===== src/logic/adsc_pkg.sv =====
package adsc_pkg;
	// register addresses
	localparam logic [7:0] OFS_IRQ_FLAGS = 8'h0C;
	localparam logic [7:0] OFS_RES_HIGH  = 8'h1E;
	localparam logic [7:0] OFS_CTRL      = 8'h1F;
	localparam logic [7:0] OFS_IRQ_EN    = 8'h8C;
	localparam logic [7:0] OFS_RES_LOW   = 8'h9E;
	localparam logic [7:0] OFS_PIN_CLK   = 8'h9F;
	// field positions
	localparam int DONE_BIT = 6;
	localparam int GO_BIT   = 1;
	localparam int ON_BIT   = 0;
	// reset values
	localparam logic [7:0] RST_CTRL    = 8'h00;
	localparam logic [7:0] RST_PIN_CLK = 8'h0F;
	// clock select codes
	localparam logic [2:0] CS_DIV2  = 3'h0;
	localparam logic [2:0] CS_DIV4  = 3'h4;
	localparam logic [2:0] CS_DIV8  = 3'h1;
	localparam logic [2:0] CS_DIV16 = 3'h5;
	localparam logic [2:0] CS_DIV32 = 3'h2;
	localparam logic [2:0] CS_DIV64 = 3'h6;
	// timing
	localparam int CLK_PERIOD_NS   = 25;
	localparam int RC_MAX_FREQ_KHZ = 500;
	localparam int RC_CYCLES       = (1000000 / RC_MAX_FREQ_KHZ + CLK_PERIOD_NS - 1) / CLK_PERIOD_NS;
	localparam int INSTR_CYCLES    = 4;
	localparam int TAD_PER_CONV    = 11;
	localparam int TAD_RECOVER     = 2;
	// control register layout
	typedef struct packed {
		logic       right_just;
		logic       vref_ext;
		logic [1:0] unused;
		logic [1:0] chan;
		logic       go;
		logic       module_on;
	} adsc_ctrl_t;
	// pin function and clock select layout
	typedef struct packed {
		logic       unused;
		logic [2:0] clk_sel;
		logic [3:0] analog_pin_select;
	} adsc_pinclk_t;
endpackage : adsc_pkg


===== src/logic/adsc_top.sv =====
// Chosen here: the plain strobed port.
`timescale 1ns/10ps
module adsc_top (
	// clock and reset
	input  wire logic       core_clk,
	input  wire logic       rst_n,
	// register port
	input  wire logic [7:0] addr,
	input  wire logic [7:0] wr_data,
	input  wire logic       wr_en,
	input  wire logic       rd_en,
	output logic [7:0]      rd_data,
	// core status
	input  wire logic       sleep_active,
	output logic            irq,
	output logic            wake,
	// analog front end
	input  wire logic       cmp_in,
	output logic [1:0]      chan_sel,
	output logic            sample_closed,
	output logic [9:0]      sar_code,
	output logic            conv_power,
	output logic            vref_ext_sel,
	// pin circuitry
	output logic [3:0]      digital_in_off,
	output logic [3:0]      pullup_off,
	output logic [3:0]      ioc_off
);
	typedef enum logic [1:0] {ST_IDLE, ST_DELAY, ST_CONV, ST_RECOVER} adsc_state_t;

	adsc_state_t            state_reg;
	adsc_pkg::adsc_ctrl_t   ctrl_reg;
	adsc_pkg::adsc_pinclk_t pinclk_reg;
	logic                   done_flag_reg;
	logic                   done_en_reg;
	logic [7:0]             res_high_reg;
	logic [7:0]             res_low_reg;
	logic [2:0]             cs_lat_reg;
	logic [15:0]            cyc_cnt_reg;
	logic [3:0]             tad_idx_reg;
	logic                   shutdown_reg;
	logic                   cmp_meta_reg;
	logic                   cmp_sync_reg;
	logic [9:0]             sar_acc_reg;
	logic [15:0]            tad_len;
	logic                   tad_tick;
	logic                   rc_sel_lat;
	logic                   rc_sel_now;
	logic                   ctrl_wr;
	logic                   start_req;
	logic                   abort_req;
	logic                   sleep_kill;
	logic                   conv_done;
	logic                   busy;
	logic [9:0]             final_code;
	logic [9:0]             sar_next;

	// conversion clock period in core cycles from latched select
	function automatic logic [15:0] tad_cycles(input logic [2:0] cs);
		logic [15:0] n;
		n = 16'h0002;
		if (cs[1:0] == 2'h3) begin
			n = 16'(adsc_pkg::RC_CYCLES);
		end else if (cs == adsc_pkg::CS_DIV2) begin
			n = 16'h0002;
		end else if (cs == adsc_pkg::CS_DIV4) begin
			n = 16'h0004;
		end else if (cs == adsc_pkg::CS_DIV8) begin
			n = 16'h0008;
		end else if (cs == adsc_pkg::CS_DIV16) begin
			n = 16'h0010;
		end else if (cs == adsc_pkg::CS_DIV32) begin
			n = 16'h0020;
		end else begin
			n = 16'h0040;
		end
		return n;
	endfunction : tad_cycles

	// request decode
	assign ctrl_wr    = wr_en && (addr == adsc_pkg::OFS_CTRL);
	assign rc_sel_now = (pinclk_reg.clk_sel[1:0] == 2'h3);
	assign rc_sel_lat = (cs_lat_reg[1:0] == 2'h3);
	assign busy       = (state_reg == ST_DELAY) || (state_reg == ST_CONV);
	// start needs the module already on, not turned on by the same write
	assign start_req  = ctrl_wr && wr_data[adsc_pkg::GO_BIT] && ctrl_reg.module_on && !shutdown_reg
		&& (state_reg == ST_IDLE);
	assign abort_req  = ctrl_wr && !wr_data[adsc_pkg::GO_BIT] && busy;
	assign sleep_kill = sleep_active && busy && !rc_sel_lat;
	assign tad_len    = tad_cycles(cs_lat_reg);
	assign tad_tick   = (cyc_cnt_reg == tad_len - 16'h0001);
	assign conv_done  = (state_reg == ST_CONV) && tad_tick
		&& (tad_idx_reg == 4'(adsc_pkg::TAD_PER_CONV - 1)) && !abort_req && !sleep_kill;
	assign final_code = {sar_acc_reg[9:1], cmp_sync_reg ? sar_acc_reg[0] : 1'b0};

	// comparator arrives from the analog side, two flops before use
	always_ff @(posedge core_clk or negedge rst_n) begin
		if (!rst_n) begin
			cmp_meta_reg <= 1'b0;
			cmp_sync_reg <= 1'b0;
		end else begin
			cmp_meta_reg <= cmp_in;
			cmp_sync_reg <= cmp_meta_reg;
		end
	end

	// sequencer
	always_ff @(posedge core_clk or negedge rst_n) begin
		if (!rst_n) begin
			state_reg <= ST_IDLE;
		end else begin
			case (state_reg)
				ST_IDLE: begin
					if (start_req) begin
						state_reg <= (pinclk_reg.clk_sel[1:0] == 2'h3) ? ST_DELAY : ST_CONV;
					end
				end
				ST_DELAY: begin
					if (abort_req || !ctrl_reg.module_on) begin
						state_reg <= ST_IDLE;
					end else if (cyc_cnt_reg == 16'(adsc_pkg::INSTR_CYCLES - 1)) begin
						state_reg <= ST_CONV;
					end
				end
				ST_CONV: begin
					if (sleep_kill || !ctrl_reg.module_on) begin
						state_reg <= ST_IDLE;
					end else if (abort_req) begin
						state_reg <= ST_RECOVER;
					end else if (conv_done) begin
						state_reg <= ST_IDLE;
					end
				end
				default: begin
					if (tad_tick && tad_idx_reg == 4'(adsc_pkg::TAD_RECOVER - 1)) begin
						state_reg <= ST_IDLE;
					end
				end
			endcase
		end
	end

	// cycle and conversion clock period counters
	always_ff @(posedge core_clk or negedge rst_n) begin
		if (!rst_n) begin
			cyc_cnt_reg <= 16'h0000;
			tad_idx_reg <= 4'h0;
		end else if (start_req || (state_reg == ST_DELAY && cyc_cnt_reg == 16'(adsc_pkg::INSTR_CYCLES - 1))
			|| abort_req || state_reg == ST_IDLE) begin
			cyc_cnt_reg <= 16'h0000;
			tad_idx_reg <= 4'h0;
		end else if (state_reg == ST_DELAY) begin
			cyc_cnt_reg <= cyc_cnt_reg + 16'h0001;
		end else if (tad_tick) begin
			cyc_cnt_reg <= 16'h0000;
			tad_idx_reg <= tad_idx_reg + 4'h1;
		end else begin
			cyc_cnt_reg <= cyc_cnt_reg + 16'h0001;
		end
	end

	// settings latched at start so mid-conversion writes cannot disturb it
	always_ff @(posedge core_clk or negedge rst_n) begin
		if (!rst_n) begin
			cs_lat_reg <= adsc_pkg::RST_PIN_CLK[6:4];
			chan_sel   <= 2'h0;
		end else if (start_req) begin
			cs_lat_reg <= pinclk_reg.clk_sel;
			chan_sel   <= ctrl_reg.chan;
		end else if (state_reg == ST_IDLE) begin
			chan_sel   <= ctrl_reg.chan; // acquisition follows the selected channel
		end
	end

	// next trial: settle the bit under test, raise the one below it
	always_comb begin
		sar_next = sar_acc_reg;
		for (int b = 0; b < 10; b++) begin
			if (b == 10 - int'(tad_idx_reg)) begin
				sar_next[b] = cmp_sync_reg;
			end
			if (b == 9 - int'(tad_idx_reg)) begin
				sar_next[b] = 1'b1;
			end
		end
	end

	// successive approximation: first period holds, then one bit per period
	// the new trial leaves at once so the comparator sees it for a whole period;
	// the trial register and the two-flop synchroniser cost three core cycles, so the /2 setting cannot resolve bits
	always_ff @(posedge core_clk or negedge rst_n) begin
		if (!rst_n) begin
			sar_acc_reg <= 10'h000;
			sar_code    <= 10'h200;
		end else if (start_req) begin
			sar_acc_reg <= 10'h200;
			sar_code    <= 10'h200;
		end else if (state_reg == ST_CONV && tad_tick && tad_idx_reg != 4'h0) begin
			sar_acc_reg <= sar_next;
			sar_code    <= sar_next;
		end
	end

	// switch closed while the converter is powered and not converting; no discharge path exists
	always_ff @(posedge core_clk or negedge rst_n) begin
		if (!rst_n) begin
			sample_closed <= 1'b0;
		end else begin
			sample_closed <= conv_power && !busy;
		end
	end

	// result store has no reset so a device reset keeps the last value
	always_ff @(posedge core_clk) begin
		if (conv_done) begin
			if (ctrl_reg.right_just) begin
				res_high_reg <= {6'h00, final_code[9:8]};
				res_low_reg  <= final_code[7:0];
			end else begin
				res_high_reg <= final_code[9:2];
				res_low_reg  <= {final_code[1:0], 6'h00};
			end
		end
	end

	// control register; hardware clears busy by leaving the conversion
	always_ff @(posedge core_clk or negedge rst_n) begin
		if (!rst_n) begin
			ctrl_reg <= adsc_pkg::RST_CTRL;
		end else begin
			if (ctrl_wr) begin
				ctrl_reg.right_just <= wr_data[7];
				ctrl_reg.vref_ext   <= wr_data[6];
				ctrl_reg.chan       <= wr_data[3:2];
				ctrl_reg.module_on  <= wr_data[adsc_pkg::ON_BIT];
			end
			ctrl_reg.go     <= 1'b0; // readback comes from the sequencer
			ctrl_reg.unused <= 2'h0;
		end
	end

	// pin function and clock select
	always_ff @(posedge core_clk or negedge rst_n) begin
		if (!rst_n) begin
			pinclk_reg <= adsc_pkg::RST_PIN_CLK;
		end else if (wr_en && addr == adsc_pkg::OFS_PIN_CLK) begin
			pinclk_reg <= {1'b0, wr_data[6:0]};
		end
	end

	// analog pins lose digital input, pull-up and change detect
	assign digital_in_off = pinclk_reg.analog_pin_select;
	assign pullup_off     = pinclk_reg.analog_pin_select;
	assign ioc_off        = pinclk_reg.analog_pin_select;
	assign vref_ext_sel   = ctrl_reg.vref_ext;

	// done flag: hardware set beats a software clear in the same cycle
	always_ff @(posedge core_clk or negedge rst_n) begin
		if (!rst_n) begin
			done_flag_reg <= 1'b0;
			done_en_reg   <= 1'b0;
		end else begin
			if (conv_done) begin
				done_flag_reg <= 1'b1;
			end else if (wr_en && addr == adsc_pkg::OFS_IRQ_FLAGS) begin
				done_flag_reg <= wr_data[adsc_pkg::DONE_BIT];
			end
			if (wr_en && addr == adsc_pkg::OFS_IRQ_EN) begin
				done_en_reg <= wr_data[adsc_pkg::DONE_BIT];
			end
		end
	end

	// converter power drops in sleep without the RC clock or after a silent finish
	always_ff @(posedge core_clk or negedge rst_n) begin
		if (!rst_n) begin
			shutdown_reg <= 1'b0;
		end else if (!sleep_active) begin
			shutdown_reg <= 1'b0;
		end else if (!rc_sel_now && !busy) begin
			shutdown_reg <= 1'b1;
		end else if (sleep_kill) begin
			shutdown_reg <= 1'b1;
		end else if (conv_done && !done_en_reg) begin
			shutdown_reg <= 1'b1;
		end
	end

	// registered outputs toward the core and the analog side
	always_ff @(posedge core_clk or negedge rst_n) begin
		if (!rst_n) begin
			irq        <= 1'b0;
			wake       <= 1'b0;
			conv_power <= 1'b0;
		end else begin
			irq        <= (done_flag_reg || conv_done) && done_en_reg;
			wake       <= sleep_active && conv_done && done_en_reg;
			conv_power <= ctrl_reg.module_on && !shutdown_reg && !sleep_kill;
		end
	end

	// read port, data in the cycle after the strobe
	always_ff @(posedge core_clk or negedge rst_n) begin
		if (!rst_n) begin
			rd_data <= 8'h00;
		end else if (!rd_en) begin
			rd_data <= 8'h00;
		end else if (addr == adsc_pkg::OFS_IRQ_FLAGS) begin
			rd_data <= {1'b0, done_flag_reg, 6'h00};
		end else if (addr == adsc_pkg::OFS_IRQ_EN) begin
			rd_data <= {1'b0, done_en_reg, 6'h00};
		end else if (addr == adsc_pkg::OFS_CTRL) begin
			rd_data <= {ctrl_reg.right_just, ctrl_reg.vref_ext, 2'h0, ctrl_reg.chan, busy, ctrl_reg.module_on};
		end else if (addr == adsc_pkg::OFS_PIN_CLK) begin
			rd_data <= pinclk_reg;
		end else if (addr == adsc_pkg::OFS_RES_HIGH) begin
			rd_data <= res_high_reg;
		end else if (addr == adsc_pkg::OFS_RES_LOW) begin
			rd_data <= res_low_reg;
		end else begin
			rd_data <= 8'h00;
		end
	end
endmodule : adsc_top


===== config.mk =====
export PLATFORM = sky130hd
export DESIGN_NAME = adsc_top
export DESIGN_NICKNAME = d
export VERILOG_FILES = /design/src/logic/adsc_pkg.sv /design/src/logic/adsc_top.sv
export SDC_FILE = /design/constraint.sdc
export NUM_CORES = 1
export LEC_CHECK = 0
export BUFFER_PORTS_ARGS = -buffer_cell sky130_fd_sc_hd__buf_2
export CORE_ASPECT_RATIO = 0.75
export CORE_MARGIN = 2
export CORE_UTILIZATION = 63
export CTS_CLUSTER_SIZE = 14
export DETAILED_ROUTE_END_ITERATION = 10
export PLACE_DENSITY = 0.85
export SYNTH_ARGS = -nofsm -noshare
export SYNTH_HDL_FRONTEND = slang
export SYNTH_SLANG_ARGS = --single-unit

===== constraint.sdc =====
create_clock -name core_clk -period 5.7 [get_ports core_clk]
set_input_delay 0.285 -clock core_clk [delete_from_list [all_inputs] [get_ports core_clk]]
set_output_delay 0.285 -clock core_clk [all_outputs]
set_load 0.01 [all_outputs]

==> reports/metrics.csv <==
metric,value,unit
path_class,flop to flop,
fmax,332.7,MHz
relSlewSlack,44.99,%
synth_commonest_cells,"dfrtp_1, nor2_1, nand2_1",
viasPerCell,6.192,
ys_warn_count,0,
regArea,2163,um^2
syn_area,4876,um^2
cts_sinks,83,
clk_path_buf_depth,2,
synth_top_cell_area_share,31.82,%
die_h,80.19,um
drt-total-wl,10660,um
detail_route.wl_per_cell,17.19,um
initial_core_util,65.61,%
gp_congestion,0.8865,
cts.reportedPaths.clkPinSlew,0.09,ns
ys_ff_latch,83,
synth_edf_count,16,
async_reset_ff_share,80.72,%
grt_pass1_wl,17600,um
grt_max_degree,68,
post-route-period-util,52.73,%
antenna_found_initial,0,
tightest_slew,0.8252,ns
overflow,0,
fillers,568,
drive_gt1_share,23.12,%
clk_latency,0.36,ns
die_area,8467,um^2
synthFlopType,dfrtp_1,
syn-mean-instance-area,10.10,um^2
setup_tns,0,ns
synthCells,483,
setup_viol,0,
p_leak,2.298,nW
fin_util,70.66,%
finalMaxSlewViolations,0,
synth_compound_area_share,14.86,%
synthAdderAreaFrac,4.362,%
routed-via-count,3839,
clockRootBuffer,clkbuf_8,
rsz0062_at_grt,false,
synth-xor-area-share,3.233,%
hold_viol_final,0,
tritoncts,built,
drtIter0Drc,274,
cp.arrival,3.22,ns
firstDrtPassIters,4,
post-dp-hpwl,7734,um
synth.net_count,522,
diodes,0,
powerDensity,209.6,nW/um^2
portBuffers,58,
largest_register_ffs,16,
yosys.area.top_type,dfrtp_1,
die_w,105.6,um
multi_input_area,2385,um^2
hold_start,cmp_in,
post-synth-top-count-cell,dfrtp_1,
fin_cells,620,
critical_path.startpoint,cs_lat_reg[1],
coreArea,7432,um^2
yosys.area_share.simple,18.48,%
cp-end-kind,flop,
synth_area_leaders,"dfrtp_1, edfxtp_1, mux2_2",
holdWs,0.02844,ns
vdd_ir_drop_max,0.0001514,V
area_growth_syn_to_layout,7.698,%
crit-reg2reg-launch,cs_lat_reg[1],
synthMuxAreaShare,7.980,%
nNetsFinal,553,
worst-path-max-fanout,11,
ios,59,
holdBufCountCts,0,
post_cts_resized,0,
skew,0.006859,ns
row_count,27,
period_needed,3.006,ns
cts_setup_buffers,0,
max_cap_viol_count,0,
start_kind,flop,
cp.required,5.92,ns
yosysSeqAreaShare,44.37,%
first_global_vias,3615,
grt.total_usage,26.84,%
cts_buffers,9,
status,"complete, no violations",
antenna_left,0,
ctsHtreeMaxLevel,3,
synth_top_family_by_area,simple AND/OR/NAND/NOR gates,
dpl.cell_count,604,
hold_class,input pin to flop,
drc,0,
yosysUniqueCellTypes,65,
## worst max-delay path: stages, from the launching register on
cell and delay [ns]:
dfrtp_1 0.49, or3_4 0.45, ha_1 0.30, xor2_1 0.18, o31ai_1 0.16, a2111oi_4 0.51, o2111ai_1 0.29, nor2_1 0.35
a211oi_1 0.14
## report_power, final
group	total (mW)	internal [mW]	leakage, nW	switching (mW)
registers	0.620	0.611	0.955	0.00846
clock network	0.431	0.205	0.0962	0.226
logic	0.0502	0.0206	1.25	0.0296
total	1.10	0.837	2.30	0.264
## final cells by class
cell class / count / share of cell area (%)
Sequential cell: 83 / 41.20
Clock inverter: 7 / 1.453
Multi-Input combinational cell: 341 / 45.41
Timing Repair Buffer: 60 / 5.814
Tap cell: 101 / 2.406
Inverter: 19 / 1.358
Clock buffer: 9 / 2.359
## through the flow
stage | total power, mW | worst slack [ns] | area, um^2
floorplan | 0.6582 | 2.577 | 4876
global placement | 0.6803 | 2.858 | 5051
CTS | 1.110 | 2.721 | 5251
detailed placement | 0.6821 | 2.744 | 5051
finish | 1.101 | 2.694 | 5251
global route | 1.134 | 2.480 | 5251
## layout by cell type (no fill, tap or decap), drive strengths merged, types with 5 or more instances in the layout
master  Yosys  layout
a211oi     11      11
a21oi      23      23
a31oi       5       5
a32o        5       5
and2       12      12
and3        7       7
buf        30      60
clkbuf     10       9
dfrtp      62      62
dfstp       5       5
edfxtp     16      16
ha         17      17
inv        19      21
mux2       21      21
mux2i      13      13
nand2      38      38
nand2b      5       5
nand3      21      21
nor2       47      47
nor2b       9       9
nor3        6       6
o211ai      8       8
o21ai      15      15
xnor2      10      10
xor2        8       8
## metal layers
metal	vias up	track usage, %	routed length [um]
met5	-	0	0
met4	0	9.342	195
met3	22	5.763	729
met2	170	42.39	4895
met1	1870	37.06	4836
li1	1777	-	-
## worst paths after layout
check	cells after the start	end	slack [ns]
max	8	sar_code[8]	2.69
min	1	cmp_meta_reg	0.03
max reg2reg	8	sar_code[8]	2.69
min reg2reg	0	cmp_sync_reg	0.37
max in group asynchronous	2	ctrl_reg[2]	5.05
min in group asynchronous	2	cmp_meta_reg	0.08
## cells by family (layout without fill, tap and decap cells)
| family | count (synthesis) | after routing |
|---|---|---|
| AOI/OAI and AO/OA | 98 | 98 |
| adders and majority gates | 17 | 17 |
| muxes | 35 | 35 |
| DFF | 83 | 83 |
| xor gates and xnor gates | 18 | 18 |
| buffers and inverters | 59 | 95 |
| and+or+nand+nor | 173 | 173 |
No activity file was read; power rests on OpenSTA's default activity.
